**src/dspm_regs.svh**
```systemverilog
/*
  Constants of the decoder / SPI pin mux: pull-up width and bit positions, select and pull-up
  reset values and serial data line timing figures.
  Assumes inclusion by bare name from the package and the mux module.
*/
// How it works
// - Reset: first pin feeds decoder phase B
// - Reset: second pin feeds decoder marker input
// - Phase-B select routes SPI master-out onto pin
// - Marker select routes SPI master-in onto pin
// - Port C bit 1 clear disables pin one pull-up
// - Port C bit 2 clear disables pin two pull-up
// - Master drives data half cycle before sampling
// - Unselected slave leaves master-in line undriven
// - Slave drives data half cycle before sampling
`ifndef DSPM_REGS_SVH
`define DSPM_REGS_SVH

// Port C pull-up control register width and bit positions
`define DSPM_PUR_W         16
`define DSPM_PUR_PIN1_BIT  1
`define DSPM_PUR_PIN2_BIT  2
// Pull-ups enabled out of reset
`define DSPM_PUR_RST       16'hffff
// Select bits clear out of reset
`define DSPM_SEL_RST       1'h0
// Half a serial clock period, in system clocks
`define DSPM_HALF_DEF      8

`endif

```
**src/dspm_pkg.sv**
```systemverilog
/*
  Types of the decoder / SPI pin mux.
  Assumes the constants header sits in the same folder.
*/
`include "dspm_regs.svh"

package dspm_pkg;
  // Function carried by one shared pin
  typedef enum logic [1:0] {
    DSPM_FN_DECODER,
    DSPM_FN_TIMER,
    DSPM_FN_SPI,
    DSPM_FN_GPIO
  } dspm_fn_t;

  // Three-signal pad view: input level, output level, output enable
  typedef struct packed {
    logic in;
    logic out;
    logic oe;
  } dspm_pad_t;

  // Pin function select bits
  typedef struct packed {
    logic phase_b_spi_select;
    logic marker_pin_spi_select;
  } dspm_sel_t;
endpackage

```
**src/dspm_pin_mux.sv**
```systemverilog
/*
  Pin mux for the two shared decoder pins (phase B and marker). Each pin
  carries the decoder input, a timer B channel, a second-SPI data line or a
  port C line. Includes the SPI data line launch timing and tri-state.
  Assumes the SPI engine runs its serial clock from this module's strobes
  and that timer / GPIO engines are outside; pads resolve from the enables.
*/
`timescale 1ns/1ps
`include "dspm_regs.svh"

module dspm_pin_mux #(
  parameter int HALF_CYC = `DSPM_HALF_DEF  // System clocks per half SCK
) (
  input  wire logic                      mclk_in,       // 40 MHz clock
  input  wire logic                      rst_b_in,      // Async reset, low
  input  wire dspm_pkg::dspm_sel_t       sel_in,        // Function selects
  input  wire logic [`DSPM_PUR_W-1:0]    pullup_reg_in, // Port C pull-ups
  input  wire logic                      gpio_en1_in,   // Pin1 as port C
  input  wire logic                      gpio_en2_in,   // Pin2 as port C
  input  wire logic                      tmr_en1_in,    // Pin1 as timer
  input  wire logic                      tmr_en2_in,    // Pin2 as timer
  input  wire logic [1:0]                gpio_out_in,   // Port C out data
  input  wire logic [1:0]                gpio_oe_in,    // Port C out enable
  input  wire logic [1:0]                tmr_out_in,    // Timer out data
  input  wire logic [1:0]                tmr_oe_in,     // Timer out enable
  input  wire logic                      spi_master_in, // SPI is master
  input  wire logic                      spi_sel_in,    // Slave selected
  input  wire logic                      spi_bit_in,    // Next bit to send
  input  wire logic                      spi_run_in,    // Transfer active
  input  wire logic                      pin1_in,       // Pin 1 level
  input  wire logic                      pin2_in,       // Pin 2 level
  output logic                           pin1_out,      // Pin 1 drive level
  output logic                           pin1_oe_out,   // Pin 1 enable
  output logic                           pin2_out,      // Pin 2 drive level
  output logic                           pin2_oe_out,   // Pin 2 enable
  output logic                           pu1_en_out,    // Pin 1 pull-up on
  output logic                           pu2_en_out,    // Pin 2 pull-up on
  output logic                           phase_b_out,   // To decoder
  output logic                           marker_out,    // To decoder
  output logic [1:0]                     tmr_in_out,    // To timer
  output logic [1:0]                     gpio_in_out,   // To port C
  output logic                           spi_rx_out,    // Data to SPI
  output logic                           spi_launch_out,// Bit launched
  output logic                           spi_sample_out,// Sample edge
  output dspm_pkg::dspm_fn_t             fn1_out,       // Pin 1 function
  output dspm_pkg::dspm_fn_t             fn2_out        // Pin 2 function
);
  import dspm_pkg::*;

  localparam int CW = $clog2(HALF_CYC + 1);
  // Pull-up reset word, so each pin's reset level is one bit of it
  localparam logic [`DSPM_PUR_W-1:0] PUR_RST = `DSPM_PUR_RST;

  // Decode the function of a pin, SPI select winning over the others
  function automatic dspm_fn_t pick_fn(input logic spi, input logic gpio,
                                       input logic tmr);
    if (spi) begin
      pick_fn = DSPM_FN_SPI;
    end else if (gpio) begin
      pick_fn = DSPM_FN_GPIO;
    end else if (tmr) begin
      pick_fn = DSPM_FN_TIMER;
    end else begin
      pick_fn = DSPM_FN_DECODER;
    end
  endfunction

  // Serial timing phase: launch half, then sample half
  typedef enum logic [1:0] {
    SP_IDLE,
    SP_LAUNCH,
    SP_SAMPLE
  } dspm_sp_t;

  dspm_sp_t        sp_r, sp_nxt;            // Serial phase
  logic [CW-1:0]   cnt_r, cnt_nxt;          // Half-period counter
  logic            dat_r, dat_nxt;          // Launched data bit
  logic            launch_r, launch_nxt;    // Launch strobe
  logic            sample_r, sample_nxt;    // Sample strobe
  logic            rx_r, rx_nxt;            // Sampled receive bit
  dspm_fn_t        fn1_r, fn1_nxt;          // Pin 1 function
  dspm_fn_t        fn2_r, fn2_nxt;          // Pin 2 function
  dspm_pad_t       p1_r, p1_nxt;            // Pin 1 drive
  dspm_pad_t       p2_r, p2_nxt;            // Pin 2 drive
  logic            pu1_r, pu1_nxt;          // Pull-up 1
  logic            pu2_r, pu2_nxt;          // Pull-up 2
  logic            phb_r, phb_nxt;          // Decoder phase B
  logic            mrk_r, mrk_nxt;          // Decoder marker
  logic [1:0]      tin_r, tin_nxt;          // Timer inputs
  logic [1:0]      gin_r, gin_nxt;          // Port C inputs
  logic            tx_ok;                   // This end may drive data

  // Serial timing: data changes one half period before the sample edge
  always_comb begin
    sp_nxt     = sp_r;
    cnt_nxt    = cnt_r;
    dat_nxt    = dat_r;
    launch_nxt = 1'b0;
    sample_nxt = 1'b0;
    case (sp_r)
      SP_IDLE: begin
        // Start of transfer: launch first bit now
        if (spi_run_in) begin
          dat_nxt    = spi_bit_in;
          launch_nxt = 1'b1;
          cnt_nxt    = CW'(HALF_CYC - 1);
          sp_nxt     = SP_LAUNCH;
        end
      end
      SP_LAUNCH: begin
        // Hold data a half period, then sample edge
        if (cnt_r == '0) begin
          sample_nxt = 1'b1;
          cnt_nxt    = CW'(HALF_CYC - 1);
          sp_nxt     = SP_SAMPLE;
        end else begin
          cnt_nxt = cnt_r - 1'b1;
        end
      end
      SP_SAMPLE: begin
        // Second half: next launch or idle
        if (cnt_r != '0) begin
          cnt_nxt = cnt_r - 1'b1;
        end else if (spi_run_in) begin
          dat_nxt    = spi_bit_in;
          launch_nxt = 1'b1;
          cnt_nxt    = CW'(HALF_CYC - 1);
          sp_nxt     = SP_LAUNCH;
        end else begin
          sp_nxt = SP_IDLE;
        end
      end
      default: begin
        sp_nxt = SP_IDLE;
      end
    endcase
  end

  // Pin routing, pull-ups and input fan-out
  always_comb begin
    fn1_nxt = pick_fn(sel_in.phase_b_spi_select, gpio_en1_in, tmr_en1_in);
    fn2_nxt = pick_fn(sel_in.marker_pin_spi_select, gpio_en2_in, tmr_en2_in);
    tx_ok   = spi_master_in | spi_sel_in;
    rx_nxt  = rx_r;
    p1_nxt  = '{in: pin1_in, out: 1'b0, oe: 1'b0};
    p2_nxt  = '{in: pin2_in, out: 1'b0, oe: 1'b0};
    case (fn1_nxt)
      DSPM_FN_SPI: begin
        p1_nxt.out = dat_r;
        p1_nxt.oe  = spi_master_in;
        if (sample_r && !spi_master_in) begin
          rx_nxt = pin1_in;
        end
      end
      DSPM_FN_TIMER: begin
        p1_nxt.out = tmr_out_in[0];
        p1_nxt.oe  = tmr_oe_in[0];
      end
      DSPM_FN_GPIO: begin
        p1_nxt.out = gpio_out_in[0];
        p1_nxt.oe  = gpio_oe_in[0];
      end
      default: begin
        p1_nxt.oe = 1'b0;
      end
    endcase
    case (fn2_nxt)
      DSPM_FN_SPI: begin
        p2_nxt.out = dat_r;
        p2_nxt.oe  = !spi_master_in && tx_ok;
        if (sample_r && spi_master_in) begin
          rx_nxt = pin2_in;
        end
      end
      DSPM_FN_TIMER: begin
        p2_nxt.out = tmr_out_in[1];
        p2_nxt.oe  = tmr_oe_in[1];
      end
      DSPM_FN_GPIO: begin
        p2_nxt.out = gpio_out_in[1];
        p2_nxt.oe  = gpio_oe_in[1];
      end
      default: begin
        p2_nxt.oe = 1'b0;
      end
    endcase
    pu1_nxt = pullup_reg_in[`DSPM_PUR_PIN1_BIT];
    pu2_nxt = pullup_reg_in[`DSPM_PUR_PIN2_BIT];
    phb_nxt = (fn1_nxt == DSPM_FN_DECODER) ? pin1_in : 1'b0;
    mrk_nxt = (fn2_nxt == DSPM_FN_DECODER) ? pin2_in : 1'b0;
    tin_nxt = {(fn2_nxt == DSPM_FN_TIMER) & pin2_in,
               (fn1_nxt == DSPM_FN_TIMER) & pin1_in};
    gin_nxt = {(fn2_nxt == DSPM_FN_GPIO) & pin2_in,
               (fn1_nxt == DSPM_FN_GPIO) & pin1_in};
  end

  // Register all state; reset gives decoder function, pins undriven
  always_ff @(posedge mclk_in or negedge rst_b_in) begin
    if (!rst_b_in) begin
      sp_r     <= SP_IDLE;
      cnt_r    <= '0;
      dat_r    <= 1'b0;
      launch_r <= 1'b0;
      sample_r <= 1'b0;
      rx_r     <= 1'b0;
      fn1_r    <= DSPM_FN_DECODER;
      fn2_r    <= DSPM_FN_DECODER;
      p1_r     <= '0;
      p2_r     <= '0;
      pu1_r    <= PUR_RST[`DSPM_PUR_PIN1_BIT];
      pu2_r    <= PUR_RST[`DSPM_PUR_PIN2_BIT];
      phb_r    <= 1'b0;
      mrk_r    <= 1'b0;
      tin_r    <= '0;
      gin_r    <= '0;
    end else begin
      sp_r     <= sp_nxt;
      cnt_r    <= cnt_nxt;
      dat_r    <= dat_nxt;
      launch_r <= launch_nxt;
      sample_r <= sample_nxt;
      rx_r     <= rx_nxt;
      fn1_r    <= fn1_nxt;
      fn2_r    <= fn2_nxt;
      p1_r     <= p1_nxt;
      p2_r     <= p2_nxt;
      pu1_r    <= pu1_nxt;
      pu2_r    <= pu2_nxt;
      phb_r    <= phb_nxt;
      mrk_r    <= mrk_nxt;
      tin_r    <= tin_nxt;
      gin_r    <= gin_nxt;
    end
  end

  // Outputs straight from flip-flops
  assign pin1_out       = p1_r.out;
  assign pin1_oe_out    = p1_r.oe;
  assign pin2_out       = p2_r.out;
  assign pin2_oe_out    = p2_r.oe;
  assign pu1_en_out     = pu1_r;
  assign pu2_en_out     = pu2_r;
  assign phase_b_out    = phb_r;
  assign marker_out     = mrk_r;
  assign tmr_in_out     = tin_r;
  assign gpio_in_out    = gin_r;
  assign spi_rx_out     = rx_r;
  assign spi_launch_out = launch_r;
  assign spi_sample_out = sample_r;
  assign fn1_out        = fn1_r;
  assign fn2_out        = fn2_r;
endmodule

```
**config.mk**
```make
export PLATFORM = sky130hd
export DESIGN_NAME = dspm_pin_mux
export DESIGN_NICKNAME = d
export VERILOG_FILES = /design/src/dspm_pkg.sv /design/src/dspm_pin_mux.sv
export VERILOG_INCLUDE_DIRS = /design/src
export SDC_FILE = /design/constraint.sdc
export NUM_CORES = 1
export LEC_CHECK = 0
export ABC_AREA = 0
export BUFFER_PORTS_ARGS = -buffer_cell sky130_fd_sc_hd__buf_2
export CORE_MARGIN = 2
export CORE_UTILIZATION = 45
export CTS_CLUSTER_DIAMETER = 120
export DETAILED_ROUTE_END_ITERATION = 6
export GPL_TIMING_DRIVEN = 0
export PLACE_DENSITY_LB_ADDON = 0.08
export SLEW_MARGIN = 40
export SYNTH_ARGS = -nofsm -noshare
export SYNTH_HDL_FRONTEND = slang
export SYNTH_SLANG_ARGS = --single-unit
```
**constraint.sdc**
```tcl
create_clock -name mclk_in -period 4.6 [get_ports mclk_in]
set_input_delay 0 -clock mclk_in [delete_from_list [all_inputs] [get_ports mclk_in]]
set_output_delay 0 -clock mclk_in [all_outputs]
set_load 0.05 [all_outputs]
```
# Word-level counts from Yosys, hierarchy flattened
# Cells that the tools add are included.
# W data, S select, Z words.
# word_totals
input_bits	38
elab_cells	81
out_inout_bits	19
ff_bits	26
# classes
add_sub_neg	1
n_bitwise	5
n_reduce_logical	13
eq_ne	11
n_mux	33
# op_table
operator	count
$mux W1	15
$mux W2	7
$mux W4	3
$pmux W1 S3	4
$pmux W4 S3	1
$eq A2 B2 Y1 const B	5
$eq A2 B1 Y1 const B	3
$logic_not A2 Y1	3
$ne A2 B2 Y1 const B	3
$pmux W2 S3	1
$and A1 B1 Y1	4
$logic_not A4 Y1	1
$pmux W1 S2	2
$reduce_bool A4 Y1	1
$sub A4 B1 Y4 const B	1
$logic_and A1 B1 Y1	3
$reduce_and A3 Y1	1
$reduce_bool A3 Y1	1
$reduce_and A2 Y1	1
$reduce_bool A2 Y1	1
$logic_not A1 Y1	1
$or A1 B1 Y1	1

# Longest topological paths before layout
# depth
depth_word	7
ltp_mapped	6
ltp_nobuf	6

# Least setup slack after synthesis
# OpenSTA, ideal clock, no wires.
# synth_timing
path_kind	register to register
from	register cnt_r[0]
to	register dat_r
setup_ns	0.125
period_less_slack_ns	1.517
stages_incl_launch_ff	7
setup_slack_ns	3.083
path_buffers	0
arrival_time_ns	1.392
required_ns	4.475
cell_sequence	dfrtp_1 > inv_1 > ha_1 > nor3b_2 > and2_1 > o21ai_1 > mux2_2
# synth_via
elab_chain_cells	3
# synth_rtl
item	line	rtl
start, declared	dspm_pin_mux.sv:76	logic [CW-1:0] cnt_r, cnt_nxt;
start signal, assigned	dspm_pin_mux.sv:218	cnt_r <= cnt_nxt;
$reduce_bool A4 Y1	dspm_pin_mux.sv:122	if (cnt_r != '0) begin
$ne A2 B2 Y1 (no line)	n/a	
$reduce_and A2 Y1 (no line)	n/a	
end signal, assigned	dspm_pin_mux.sv:219	dat_r <= dat_nxt;
end, declared	dspm_pin_mux.sv:77	logic dat_r, dat_nxt;
# Every way passes these cells.
# A chain may end at the register's enable or synchronous reset.

==> metrics.md <==
| Metric | Value |
|---|---|
| Post-layout net count | 227 |
| IO Pins | 57 |
| P_sw | ~0.3 mW |
| Sequential fraction of design power | 38.2% |
| Final period util | 39.1% |
| CP Max Fanout | 4 |
| P_int | around 0.5 mW |
| Total of max-cap violations | 0 |
| Initial cell density of the core | around 48% |
| Routed len/inst | 12.2 µm |
| YS warnings | 0 |
| Clk_skew | 0.0116 ns |
| Grt ovf | 0 |
| Initial antenna violation count | 0 |
| Worst R2R Path Depth | 6 |
| Worst-case clock buffer depth | 2 |
| Hold Slack | about 0.010 ns |
| Row Count | 18 |
| Gate power share | 42.5% |
| Hold WC Path Type | in2reg |
| IO buf count | 40 |
| Inserted Clock Buffers | 3 |
| Die Y | 55.5 µm |
| Peak Freq | 556 MHz |
| R2R Path End | dat_r |
| Global Route Usage Sum | between 15 and 20% |
| Final WL | 2590 µm |
| Static Leak | 0.849 nW |
| Antenna-violating nets left | 0 |
| Clock-pin slew on the worst setup and hold paths | 0.15 ns |
| Final Hold Viols | 0 |
| # setup viols final | 0 |
| RR Startpoint | cnt_r[0] |
| Routed met1 length | 1020 µm |
| Setup crit end kind | register |
| Post-CTS sizing | 0 |
| Critical path launch point type | input port |
| Top Layer Used | met4 |
| Drc violations | 0 |
| Share of layout cells above drive strength 1 | 27.9% |
| Fraction of power consumed by the clock network | 19.3% |
| Clk sinks | 26 |
| Mapped Nets | 160 |
| Peak supply drop | 332 µV |
| WP data arrival | 2.07 ns |
| Hold depth | 2 |
| Min-delay src | sel_in[1] |
| Vias in the first global route | 1,119 |
| DP Wirelength | 1770 µm |
| Crit Path Class | in2reg |
| Sw Share | 37.6% |
| Global-route wire length before repair | 4590 µm |
| DR WL met3 | ~140 µm |
| Most common cell after layout, fill and taps aside | buf_2 |
| Seq/Total Area, Yosys | 54.8% |
| Area Overhead vs Synth | 42.9% |
| CTS tree | built |
| CP Data Required Time | 4.87 ns |
| Largest net degree at the start of global routing | 27 |
| Post-route minimum period | 1.80 ns |
| Syn Inst Count | 117 |
| Max-slew violations | 0 |
| Power Density | 470 mW/mm² |
| Post-synthesis cell type count | 30 |
| Final GP Congestion | between 0.8 and 0.9 |
| Via Count | roughly 1,100 |
| Reg2Reg Setup Slack | 2.91 ns |
| Commonest non-fill, non-tap cells in the layout | buf_2, dfrtp_1, dlygate4sd3_1 |
| Actual slew at the worst max-slew pin | 0.569 ns |
| Die W | 55.5 µm |
| Met2 WL | 1400 µm |
| DRC marker count from the first detailed-route iteration | 29 |
| Hold Path Sink | fn1_out[0] |
| Core Area | 0.00250 mm² |
| Drt via density | 5.13 |
| Headroom to the max-slew limit | 62.1% |
| H-tree Lvls | 1 |
| Unrepaired setup endpoints after global routing | false |
| Post-synthesis cell area | 0.00119 mm² |
| Syn_area_per_cell | 10.2 µm² |
| # diodes | 0 |
| FF+latch count, synth | 26 |
| Status | completed |
| Clk root buf | clkbuf_4 |
| Clock latency on the worst-skew pair | 0.32 ns |
| Die area | between 0.003 and 0.004 mm² |
| Drt first pass iters | 4 |
| Fin Setup TNS | 0 ns |
## worst max path at each step
stage / end / slack [ns] / depth (start not counted) / startpoint
after floorplan: dat_r / 3.08 / 6 / cnt_r[0]
after global placement: dat_r / 2.98 / 6 / cnt_r[0]
after detailed placement: dat_r / 2.95 / 6 / cnt_r[0]
after CTS: pin2_oe_out / 2.85 / 6 / spi_master_in
after global routing: pin2_oe_out / 2.74 / 6 / spi_master_in
final: pin2_oe_out / 2.80 / 6 / spi_master_in
## Yosys cell counts (all sizes together)
library cell,number,area (µm²)
a21oi,7,35.0
a221oi,1,8.76
a22oi,3,22.5
and2,2,12.5
and2b,1,8.76
and3,2,12.5
and3b,2,17.5
clkbuf,2,7.51
dfrtp,24,601
dfstp,2,52.6
ha,5,62.6
inv,8,30.0
mux2,1,11.3
nand2,8,30.0
nand2b,2,12.5
nand3b,3,22.5
nor2,16,60.1
nor2b,4,25.0
nor3,1,5.00
nor3b,1,12.5
o211ai,1,7.51
o21a,1,7.51
o21ai,14,73.8
o221ai,1,8.76
o22a,2,17.5
o41ai,1,8.76
or3,1,6.26
or3b,1,11.3
## registers in the layout, indices dropped and copies added (netlist names), 2 cells and up
signal / count
gpio_in_out: 2
cnt_r: 4
tmr_in_out: 2
fn1_out: 2
fn2_out: 2
sp_r: 2
## through the flow
stage	utilization (%)	instance area, µm²	instances	setup slack, ns	power, mW
floorplan	-	1190	117	3.08	0.557
global placement	57.2	1430	187	2.98	0.624
detailed placement	57.2	1430	187	2.95	0.636
CTS	68.1	1700	213	2.85	0.806
global route	68.1	1700	213	2.74	0.862
finish	68.1	1700	213	2.80	0.801
## cells by family after synthesis
logic type	after synthesis	synth area share (%)
buf+inv	10	3.15
mux	1	0.945
compound gates	31	16.0
fa+ha+maj	5	5.25
flops	26	54.8
simple gates	44	19.9
## layout make-up
class                           instances  area [µm²]
Buffer                                  2        7.51
Clock buffer                            3        22.5
Clock inverter                          1        30.0
Fill cell                             196         798
Inverter                                8        30.0
Multi-Input combinational cell         81         500
Sequential cell                        26         653
Tap cell                               30        37.5
Timing Repair Buffer                   62         420
## critical path: stages
cell	delay (ns)
dlygate4sd3_1	0.53
buf_2	0.14
nand2b_1	0.13
dlygate4sd3_1	0.56
a21oi_1	0.14
dlygate4sd3_1	0.56
## power by group through the flow
stage	combinational (mW)	sequential (mW)	clock, mW
global route	0.383	0.313	0.167
floorplan	0.194	0.362	0
detailed placement	0.325	0.311	0
finish	0.340	0.306	0.155
global placement	0.315	0.309	0
CTS	0.341	0.306	0.159
## per-layer routing
metal | track usage, % | vias up
met5 | 0 | -
met4 | 8.01 | 0
met3 | 2.58 | 4
met2 | 33.8 | 35
met1 | 20.7 | 519
li1 | - | 534
## timing repair
action,in CTS,in global routing
hold buffers,22,0
endpoints found under the hold margin,43,0
buffers inserted,0,0
setup endpoints to repair,0,0
No activity file was read; power rests on OpenSTA's default activity.
